===== src/rtl/strap_cfg_pkg.sv =====
// constants shared by the strap latch and power gating logic
package strap_cfg_pkg;

  // register offsets on the plain register port
  localparam logic [7:0] CONTROL_OFFSET = 8'h00;
  localparam logic [7:0] STATUS_OFFSET = 8'h01;
  localparam logic [7:0] LIVE_OFFSET = 8'h02;

  // control register fields (used only with the serial port enabled)
  localparam int CTRL_PLL_OFF_BIT = 0;
  localparam int CTRL_FULL_DUPLEX_BIT = 1;
  localparam int CTRL_INTERLEAVED_BIT = 2;
  localparam int CTRL_INTERP_LO_BIT = 3;
  localparam int CTRL_INTERP_HI_BIT = 4;
  localparam logic [7:0] CONTROL_RESET = 8'h00;
  localparam logic [7:0] CONTROL_WRITE_MASK = 8'h1f;

  // positions inside the captured strap vector
  localparam int STRAP_W = 6;
  localparam int STRAP_LOW_POWER_BIT = 0;
  localparam int STRAP_INTERP_LO_BIT = 1;
  localparam int STRAP_INTERP_HI_BIT = 2;
  localparam int STRAP_WIDTH_BIT = 3;
  localparam int STRAP_DUPLEX_BIT = 4;
  localparam int STRAP_SELECT_BIT = 5;
  localparam logic [STRAP_W-1:0] STRAP_RESET = 6'h00;

  // interpolation and pll factor codes
  localparam logic [1:0] INTERP_1X = 2'h0;
  localparam logic [1:0] INTERP_2X = 2'h1;
  localparam logic [1:0] INTERP_4X = 2'h2;

  // analog blocks that restart faster than this are switched off
  localparam int FAST_POWERUP_US = 10;
  localparam int REF_CLK_MHZ = 25;
  localparam int FAST_POWERUP_CYCLES = FAST_POWERUP_US * REF_CLK_MHZ;

  // flexible interface operating modes
  typedef enum logic [1:0] {
    full_duplex_mode,
    half_duplex_parallel_mode,
    half_duplex_interleaved_mode
  } flex_mode_e;

endpackage


===== src/rtl/mode_pin_config_latch.sv =====
// strap capture, mode decode and live power control of the flex port
`timescale 1ns/1ns
`default_nettype none
module mode_pin_config_latch #(
  parameter int WARMUP_CYCLES = strap_cfg_pkg::FAST_POWERUP_CYCLES,
  parameter int ADDR_W = 8,
  parameter int DATA_W = 8
) (
  input wire logic ref_clk,
  input wire logic rst,
  input wire logic clk_en,
  // straps and live control pins from the board and back end
  input wire logic serial_select_pin,
  input wire logic serial_bidir_data_pin_in,
  output logic serial_bidir_data_pin_out,
  output logic serial_bidir_data_pin_oe,
  input wire logic serial_clock_pin,
  input wire logic serial_out_pin_in,
  output logic serial_out_pin_out,
  output logic serial_out_pin_oe,
  input wire logic flex_port_pin_one,
  input wire logic flex_port_pin_two,
  input wire logic adc_low_power_strap,
  input wire logic receive_powerdown_pin,
  input wire logic transmit_powerdown_pin,
  // register port
  input wire logic [ADDR_W-1:0] reg_addr,
  input wire logic [DATA_W-1:0] reg_wdata,
  input wire logic reg_write,
  input wire logic reg_read,
  output logic [DATA_W-1:0] reg_rdata,
  // resulting configuration
  output logic config_valid,
  output logic serial_port_enable,
  output strap_cfg_pkg::flex_mode_e flex_mode,
  output logic [1:0] interp_factor,
  output logic [1:0] pll_factor,
  output logic adc_low_power,
  output logic pll_run,
  // receive path controls
  output logic receive_digital_clk_en,
  output logic adc_clk_en,
  output logic receive_fast_analog_off,
  output logic receive_ready,
  // transmit path controls
  output logic transmit_digital_clk_en,
  output logic dac_clk_en,
  output logic transmit_fast_analog_off,
  output logic transmit_ready,
  // data bus direction, high while the device drives that half
  output logic upper_bus_drive,
  output logic lower_bus_drive
);

  // register widths below eight bits cannot hold the fields
  if (DATA_W < 8 || ADDR_W < 8) begin : g_bad_bus
    $error("mode_pin_config_latch: ADDR_W and DATA_W must be >= 8");
  end

  // ------------------------------------------------------------------
  // strap capture
  // ------------------------------------------------------------------

  logic [strap_cfg_pkg::STRAP_W-1:0] strap_levels; // raw pins, gathered
  logic [strap_cfg_pkg::STRAP_W-1:0] straps; // held after release
  logic straps_valid; // high from the first edge after release

  // the serial pins double as strap inputs, see capture below
  assign strap_levels[strap_cfg_pkg::STRAP_SELECT_BIT] = serial_select_pin;
  assign strap_levels[strap_cfg_pkg::STRAP_DUPLEX_BIT] = serial_out_pin_in;
  assign strap_levels[strap_cfg_pkg::STRAP_WIDTH_BIT] = flex_port_pin_two;
  assign strap_levels[strap_cfg_pkg::STRAP_INTERP_HI_BIT] =
    serial_bidir_data_pin_in;
  assign strap_levels[strap_cfg_pkg::STRAP_INTERP_LO_BIT] = serial_clock_pin;
  assign strap_levels[strap_cfg_pkg::STRAP_LOW_POWER_BIT] =
    adc_low_power_strap;

  // one capture per reset; later pin changes never reach straps
  strap_latch #(
    .WIDTH(strap_cfg_pkg::STRAP_W)
  ) u_strap_latch (
    .ref_clk(ref_clk),
    .rst(rst),
    .clk_en(clk_en),
    .strap_in(strap_levels),
    .captured(straps),
    .valid(straps_valid)
  );

  // named views of the held straps
  wire serial_on = straps[strap_cfg_pkg::STRAP_SELECT_BIT];
  wire strap_duplex = straps[strap_cfg_pkg::STRAP_DUPLEX_BIT];
  wire strap_width = straps[strap_cfg_pkg::STRAP_WIDTH_BIT];
  wire [1:0] strap_interp = {straps[strap_cfg_pkg::STRAP_INTERP_HI_BIT],
                             straps[strap_cfg_pkg::STRAP_INTERP_LO_BIT]};
  wire strap_low_power = straps[strap_cfg_pkg::STRAP_LOW_POWER_BIT];

  // serial pins stay released: in strap mode they are inputs, and the
  // serial protocol engine that would drive them lives elsewhere
  assign serial_bidir_data_pin_out = 1'b0;
  assign serial_bidir_data_pin_oe = 1'b1;
  assign serial_out_pin_out = 1'b0;
  assign serial_out_pin_oe = 1'b1;

  // ------------------------------------------------------------------
  // register port
  // ------------------------------------------------------------------

  logic [7:0] control; // software settings, used with serial port on

  // decode with named wires
  wire hit_control = (reg_addr == ADDR_W'(strap_cfg_pkg::CONTROL_OFFSET));
  wire hit_status = (reg_addr == ADDR_W'(strap_cfg_pkg::STATUS_OFFSET));
  wire hit_live = (reg_addr == ADDR_W'(strap_cfg_pkg::LIVE_OFFSET));

  // writes only land once the serial port came up enabled; with the
  // port disabled it is unusable until the next reset
  wire control_we = reg_write && hit_control && straps_valid &&
                    serial_on;

  // control register
  always_ff @(posedge ref_clk or posedge rst) begin
    if (rst) begin
      control <= strap_cfg_pkg::CONTROL_RESET;
    end else if (clk_en && control_we) begin
      control <= reg_wdata[7:0] & strap_cfg_pkg::CONTROL_WRITE_MASK;
    end
  end

  // named views of the control register
  wire sw_pll_off = control[strap_cfg_pkg::CTRL_PLL_OFF_BIT];
  wire sw_full_duplex = control[strap_cfg_pkg::CTRL_FULL_DUPLEX_BIT];
  wire sw_interleaved = control[strap_cfg_pkg::CTRL_INTERLEAVED_BIT];
  wire [1:0] sw_interp = {control[strap_cfg_pkg::CTRL_INTERP_HI_BIT],
                          control[strap_cfg_pkg::CTRL_INTERP_LO_BIT]};

  // ------------------------------------------------------------------
  // mode decode
  // ------------------------------------------------------------------

  // settings the registers replace come from control, else straps
  wire use_full_duplex = serial_on ? sw_full_duplex : strap_duplex;
  wire use_interleaved = serial_on ? sw_interleaved : strap_width;
  wire [1:0] use_interp = serial_on ? sw_interp : strap_interp;

  strap_cfg_pkg::flex_mode_e next_mode; // decoded interface mode
  logic [1:0] next_interp; // decoded factor

  // duplex first, then bus width only matters in half duplex
  always_comb begin
    if (use_full_duplex) begin
      next_mode = strap_cfg_pkg::full_duplex_mode;
    end else if (use_interleaved) begin
      next_mode = strap_cfg_pkg::half_duplex_interleaved_mode;
    end else begin
      next_mode = strap_cfg_pkg::half_duplex_parallel_mode;
    end
  end

  // factor decode; the unused code 11 falls back to 1x
  always_comb begin
    case (use_interp)
      strap_cfg_pkg::INTERP_2X: next_interp = strap_cfg_pkg::INTERP_2X;
      strap_cfg_pkg::INTERP_4X: next_interp = strap_cfg_pkg::INTERP_4X;
      default: next_interp = strap_cfg_pkg::INTERP_1X;
    endcase
  end

  // configuration outputs, frozen in strap mode since straps are held
  always_ff @(posedge ref_clk or posedge rst) begin
    if (rst) begin
      config_valid <= 1'b0;
      serial_port_enable <= 1'b0;
      flex_mode <= strap_cfg_pkg::half_duplex_parallel_mode;
      interp_factor <= strap_cfg_pkg::INTERP_1X;
      pll_factor <= strap_cfg_pkg::INTERP_1X;
      adc_low_power <= 1'b0;
      pll_run <= 1'b0;
    end else if (clk_en) begin
      config_valid <= straps_valid;
      serial_port_enable <= straps_valid && serial_on;
      flex_mode <= next_mode;
      interp_factor <= next_interp;
      pll_factor <= next_interp;
      adc_low_power <= strap_low_power;
      // pll ignores transmit power-down; only software stops it
      pll_run <= straps_valid && !sw_pll_off;
    end
  end

  // ------------------------------------------------------------------
  // live path selection and power control
  // ------------------------------------------------------------------

  wire half_duplex = (next_mode != strap_cfg_pkg::full_duplex_mode);
  // path pin high means transmit; polarity needs confirming
  wire transmit_selected = flex_port_pin_one;
  // in full duplex the pin has no path effect at all
  wire receive_deselected = half_duplex && transmit_selected;
  wire transmit_deselected = half_duplex && !transmit_selected;

  // receive path: adc clock and fast bias follow the pin each cycle
  path_power_gate #(
    .WARMUP_CYCLES(WARMUP_CYCLES)
  ) u_receive_gate (
    .ref_clk(ref_clk),
    .rst(rst),
    .clk_en(clk_en),
    .config_valid(straps_valid),
    .powerdown(receive_powerdown_pin),
    .deselected(receive_deselected),
    .digital_clk_en(receive_digital_clk_en),
    .converter_clk_en(adc_clk_en),
    .fast_analog_off(receive_fast_analog_off),
    .path_ready(receive_ready)
  );

  // transmit path: dac clocks and fast bias follow the pin each cycle
  path_power_gate #(
    .WARMUP_CYCLES(WARMUP_CYCLES)
  ) u_transmit_gate (
    .ref_clk(ref_clk),
    .rst(rst),
    .clk_en(clk_en),
    .config_valid(straps_valid),
    .powerdown(transmit_powerdown_pin),
    .deselected(transmit_deselected),
    .digital_clk_en(transmit_digital_clk_en),
    .converter_clk_en(dac_clk_en),
    .fast_analog_off(transmit_fast_analog_off),
    .path_ready(transmit_ready)
  );

  // bus direction per mode
  logic next_upper_drive;
  logic next_lower_drive;

  // full duplex: upper takes transmit data, lower carries receive.
  // half duplex transmit: both halves are inputs. half duplex receive:
  // both drive in parallel mode, only lower in interleaved mode so the
  // two halves can be tied together on the board
  always_comb begin
    if (!straps_valid) begin
      next_upper_drive = 1'b0;
      next_lower_drive = 1'b0;
    end else if (!half_duplex) begin
      next_upper_drive = 1'b0;
      next_lower_drive = 1'b1;
    end else if (transmit_selected) begin
      next_upper_drive = 1'b0;
      next_lower_drive = 1'b0;
    end else begin
      next_upper_drive = !use_interleaved;
      next_lower_drive = 1'b1;
    end
  end

  // registered so the bus enables never glitch
  always_ff @(posedge ref_clk or posedge rst) begin
    if (rst) begin
      upper_bus_drive <= 1'b0;
      lower_bus_drive <= 1'b0;
    end else if (clk_en) begin
      upper_bus_drive <= next_upper_drive;
      lower_bus_drive <= next_lower_drive;
    end
  end

  // ------------------------------------------------------------------
  // read back
  // ------------------------------------------------------------------

  // held straps, plus whether they are valid yet
  wire [7:0] status_word = {1'b0, straps_valid, straps};
  // live pins and path state
  wire [7:0] live_word = {receive_ready, transmit_ready,
                          flex_port_pin_one, receive_powerdown_pin,
                          transmit_powerdown_pin, pll_run,
                          upper_bus_drive, lower_bus_drive};

  wire [7:0] read_word = hit_control ? control :
                         hit_status ? status_word :
                         hit_live ? live_word : 8'h00;

  // read data stand the cycle after the strobe only
  always_ff @(posedge ref_clk or posedge rst) begin
    if (rst) begin
      reg_rdata <= '0;
    end else if (clk_en) begin
      reg_rdata <= reg_read ? DATA_W'(read_word) : '0;
    end
  end

endmodule
`default_nettype wire


===== src/rtl/path_power_gate.sv =====
// power and clock gating for one converter path, with warm-up timer
`timescale 1ns/1ns
`default_nettype none
module path_power_gate #(
  parameter int WARMUP_CYCLES = strap_cfg_pkg::FAST_POWERUP_CYCLES
) (
  input wire logic ref_clk,
  input wire logic rst,
  input wire logic clk_en,
  input wire logic config_valid,
  input wire logic powerdown,
  input wire logic deselected,
  output logic digital_clk_en,
  output logic converter_clk_en,
  output logic fast_analog_off,
  output logic path_ready
);

  localparam int CW = $clog2(WARMUP_CYCLES + 1);

  // a zero count would make the ready flag meaningless
  if (WARMUP_CYCLES < 1) begin : g_bad_warmup
    $error("path_power_gate: WARMUP_CYCLES must be at least 1");
  end

  logic [CW-1:0] warm_count; // cycles since the analog side woke
  wire warm_done = (warm_count == CW'(WARMUP_CYCLES));

  // power-down pin acts on every cycle, not only at reset
  always_ff @(posedge ref_clk or posedge rst) begin
    if (rst) begin
      digital_clk_en <= 1'b0;
      converter_clk_en <= 1'b0;
      fast_analog_off <= 1'b1;
      warm_count <= '0;
      path_ready <= 1'b0;
    end else if (clk_en) begin
      // deselect gates digital clocks only, analog stays up
      digital_clk_en <= config_valid && !powerdown && !deselected;
      converter_clk_en <= config_valid && !powerdown;
      fast_analog_off <= !config_valid || powerdown;
      // restart the warm-up count whenever analog goes down
      if (!config_valid || powerdown) begin
        warm_count <= '0;
      end else if (!warm_done) begin
        warm_count <= warm_count + CW'(1);
      end
      path_ready <= warm_done && config_valid && !powerdown;
    end
  end

endmodule
`default_nettype wire


===== src/rtl/strap_latch.sv =====
// one-shot capture of strap levels at the first edge after reset release
`timescale 1ns/1ns
`default_nettype none
module strap_latch #(
  parameter int WIDTH = 6
) (
  input wire logic ref_clk,
  input wire logic rst,
  input wire logic clk_en,
  input wire logic [WIDTH-1:0] strap_in,
  output logic [WIDTH-1:0] captured,
  output logic valid
);

  // refuse a zero-width strap vector
  if (WIDTH < 1) begin : g_bad_width
    $error("strap_latch: WIDTH must be at least 1");
  end

  // async reset loads constants only; levels are caught by the clock
  always_ff @(posedge ref_clk or posedge rst) begin
    if (rst) begin
      captured <= '0;
      valid <= 1'b0;
    end else if (clk_en && !valid) begin
      captured <= strap_in;
      valid <= 1'b1;
    end
  end

endmodule
`default_nettype wire


===== config.mk =====
export PLATFORM = sky130hd
export DESIGN_NAME = mode_pin_config_latch
export DESIGN_NICKNAME = d
export VERILOG_FILES = /design/src/rtl/strap_cfg_pkg.sv /design/src/rtl/mode_pin_config_latch.sv /design/src/rtl/path_power_gate.sv /design/src/rtl/strap_latch.sv
export SDC_FILE = /design/constraint.sdc
export NUM_CORES = 1
export LEC_CHECK = 0
export BUFFER_PORTS_ARGS = -buffer_cell sky130_fd_sc_hd__buf_2
export CAP_MARGIN = 20
export CORE_UTILIZATION = 50
export CTS_BUF_LIST = sky130_fd_sc_hd__clkbuf_8
export DETAILED_ROUTE_END_ITERATION = 8
export PLACE_DENSITY = 0.78
export SETUP_SLACK_MARGIN = 0.05
export SLEW_MARGIN = 0
export SYNTH_ARGS = -nofsm -noshare
export SYNTH_HDL_FRONTEND = slang
export SYNTH_SLANG_ARGS = --single-unit

===== constraint.sdc =====
create_clock -name ref_clk -period 2.4 [get_ports ref_clk]
set_input_delay 0.6 -clock ref_clk [delete_from_list [all_inputs] [get_ports ref_clk]]
set_output_delay 0.6 -clock ref_clk [all_outputs]
set_load 0.01 [all_outputs]

==> summary.txt <==
Floorplanning
  – Core ar.: 5107 µm²
  – Die W: 74.92 µm
  – Row cnt: 26
  – Ports: 62
  – Die ar.: 5613 µm²
  – Die height: 74.92 µm
  – Initial Util: 52.06%

Power and ir drop
  – Sequential power share: 54.5%
  – Design Power: 1.935 mW
  – Switch share: 26.67%
  – Clock power frac: 30.6%
  – P_int: 1.419 mW
  – Power Density: 630.9 nW/µm²
  – Sw power: 0.5161 mW
  – Worst vdd ir: 0.0002782 V
  – Leak pwr: 1.531 nW
  – Combinational fraction of design power: 14.9%

Synthesis
  – Number of synthesized flops with an enable pin: 0
  – Post-synth ARST share: 100.0%
  – Synth area leader: dfrtp_1
  – Post-Syn Area: 2659 µm²
  – Yosys warns: 0
  – Share of the synthesized area in the top cell type: 48.00%
  – Post-synthesis sequential area ratio: 50.96%
  – Seq cells post-synth: 54
  – Synth area leaders: dfrtp_1, mux2_2, o2bb2ai_1, mux2i_1, dfstp_2
  – Synth cell types: 50
  – Gate Count Post-Synth: 237
  – Most used flip-flop cell after synthesis: dfrtp_1
  – Average size of a mapped cell: 11.22 µm²

Final layout
  – Number of antenna diodes: 0
  – Fraction of layout cells with a size suffix above 1: 30.80%
  – Filler cell count: 446
  – Most common cell after layout, fill and taps aside: buf_2
  – Synth-to-layout area growth: 15.34%
  – Most frequent cells in the layout: buf_2, dfrtp_1, o2bb2ai_1, mux2_2, inv_1
  – Nets: 322

Timing
  – Setup violators final: 0
  – Peak Freq: 631.4 MHz
  – Final Max Tran Viols: 0
  – Fin Clk Skew: 0.005755 ns
  – RSZ-0062 raised after global routing: no
  – Post-route setup TNS: 0 ns
  – Worst Tran Pin Value: 0.5379 ns
  – Setup ws final: 0.8163 ns
  – Period Utilization, post-route: 65.99%
  – Max transition margin: 64.09%
  – Final Hold Viols: 0
  – Final critical-path required period: 1.584 ns

Worst setup path
  – CP Max Fanout: 12
  – Crit. End Element: flop
  – Critical path type: flop to flop
  – Crit-path leading delay family: simple AND/OR/NAND/NOR gates
  – Startpoint types: flop
  – Crit-path slowest cell: dfrtp_1
  – CP Buf/Inv Count: 0
  – Required time worst endpoint: 2.64 ns
  – Stages on the worst setup path: 3
  – Worst-path cell chain: nand3b_1 > or4_1 > nand3_1
  – Max incr delay on CP: 0.59 ns
  – Worst EP arrival: 1.82 ns
  – R2R cell count: 3

Detailed routing
  – Residual DRC: 0
  – Routed len/inst: 15.66 µm
  – DR vias: 2028
  – Post-route ant nets: 0
  – Total Wirelength: 5623 µm
  – DRT iter0 DRCs: 145
  – Drt pass-1 iters: 4
  – Vias per std cell: 5.649

Global routing
  – Met2 usage: 36.54%
  – Total GRT Usage: 22.39%
  – Initial antenna violation count: 0
  – Routing usage on met1: 30.79%
  – Largest net degree at the start of global routing: 27
  – Total gr overflow: 0
  – GR peak layer: met2
  – Global-route wire length before repair: 9439 µm
  – Met3 Resource Use GR: 4.016%
  – Vias in the first global route: 1998

Placement
  – Detailed placement HPWL: 4166 µm
  – PortBufs: 54
  – Pre-CTS setup slack: 0.5335 ns
  – GPL Wtd Cong: 0.7636

CTS
  – Clock Path Buffers: 2
  – Clock-pin slew on the worst setup and hold paths: 0.09 ns
  – CTS tree: built
  – Clock Tree Root: clkbuf_8
  – Clk Latency, worst-skew pair: 0.30 ns
  – Num Clock Sinks: 54
  – Cts bufs inserted: 5
  – Post-CTS setup buffers: 0
  – H-tree levels: 2
  – Post-CTS Hold Fix Bufs: 0
  – Post-cts sizing count: 0

Job
  – Max-cap violation count: 0

Status
  – Outcome: completed

Worst hold path
  – Worst Hold Class: primary input to asynchronous set/reset pin
-- layout make-up --
class | instances | area [µm²] | area share (%)
multi-input combinational | 154 | 1157 | 37.74
tap | 70 | 87.58 | 2.856
clock buffer | 5 | 68.82 | 2.244
clock inverter | 3 | 37.54 | 1.224
timing repair buffer | 59 | 307.8 | 10.04
sequential | 54 | 1355 | 44.19
inverter | 14 | 52.55 | 1.714
-- flip-flops by register name (all words and copies together) (netlist names), 2 cells and up --
signal and cells:
reg_rdata 8, u_transmit_gate.warm_count 8, control 5, u_strap_latch.captured 6, u_receive_gate.warm_count 8, pll_factor 2, flex_mode 2
-- per-layer routing --
metal,share of wire [%],wire (µm)
met5,0,0
met4,1.0,56
met3,3.3,187
met2,50,2788
met1,46,2590
-- path summary, 6_finish.rpt --
path	from	to	slack (ns)
max in group asynchronous	rst	u_transmit_gate.warm_count[0]	1.41
worst min register to register	reg_rdata[4]	reg_rdata[4]	0.49
min in group ref_clk	reg_rdata[4]	reg_rdata[4]	0.49
worst max register to register	u_strap_latch.valid	u_transmit_gate.warm_count[6]	0.82
worst min-delay path	rst	control[4]	0.32
worst max-delay path	u_strap_latch.valid	u_transmit_gate.warm_count[6]	0.82
-- power by group through the flow --
| stage | logic, mW | registers, mW | clock network (mW) |
|---|---|---|---|
| 6_report | 0.288 | 1.05 | 0.593 |
| 5_1_grt | 0.329 | 1.07 | 0.625 |
| 4_1_cts | 0.291 | 1.05 | 0.604 |
| 3_5_place_dp | 0.290 | 1.07 | 0 |
| 3_3_place_gp | 0.278 | 1.07 | 0 |
| 2_1_floorplan | 0.191 | 1.06 | 0 |
-- worst reg2reg max path, stage by stage, from the launching register on --
cell,delay (ns)
dfrtp_1,0.59
nand3b_1,0.29
or4_1,0.54
nand3_1,0.10
-- kinds of logic after synthesis --
| group | after synthesis | synth area share (%) |
|---|---|---|
| multiplexers | 24 | 9.788 |
| AO/OA/AOI/OAI | 61 | 17.46 |
| adder cells (fa/ha/maj) | 4 | 1.882 |
| buffers and inverters | 31 | 5.788 |
| other | 2 | 0.2825 |
| flip-flops | 54 | 50.96 |
| AND/OR/NAND/NOR | 61 | 13.84 |
-- cells in the mapped netlist, types with 3 or more instances --
master	n
mux2_2	15
nand4_1	3
ha_1	4
dfrtp_1	51
nand2_1	10
a2bb2oi_1	7
a21o_1	4
a21oi_1	5
o21ai_0	10
nor2b_1	4
buf_2	6
nand3_1	11
dfstp_2	3
o2bb2ai_1	16
inv_1	13
nand2b_1	6
mux2i_1	8
buf_4	6
clkbuf_1	4
nor2_1	3
nand3b_1	3
nor3_1	5
-- per-stage QoR --
step | instance area [µm²] | hold WS, ns | utilization (%) | cells
finish | 3067 | 0.3234 | 60.04 | 359
floorplan | 2666 | 0.4415 | - | 239
global route | 3067 | 0.3785 | 60.04 | 359
detailed placement | 2960 | 0.4682 | 57.96 | 351
global placement | 2960 | 0.4682 | 57.96 | 351
CTS | 3067 | 0.3410 | 60.04 | 359
No activity file was read; power rests on OpenSTA's default activity.
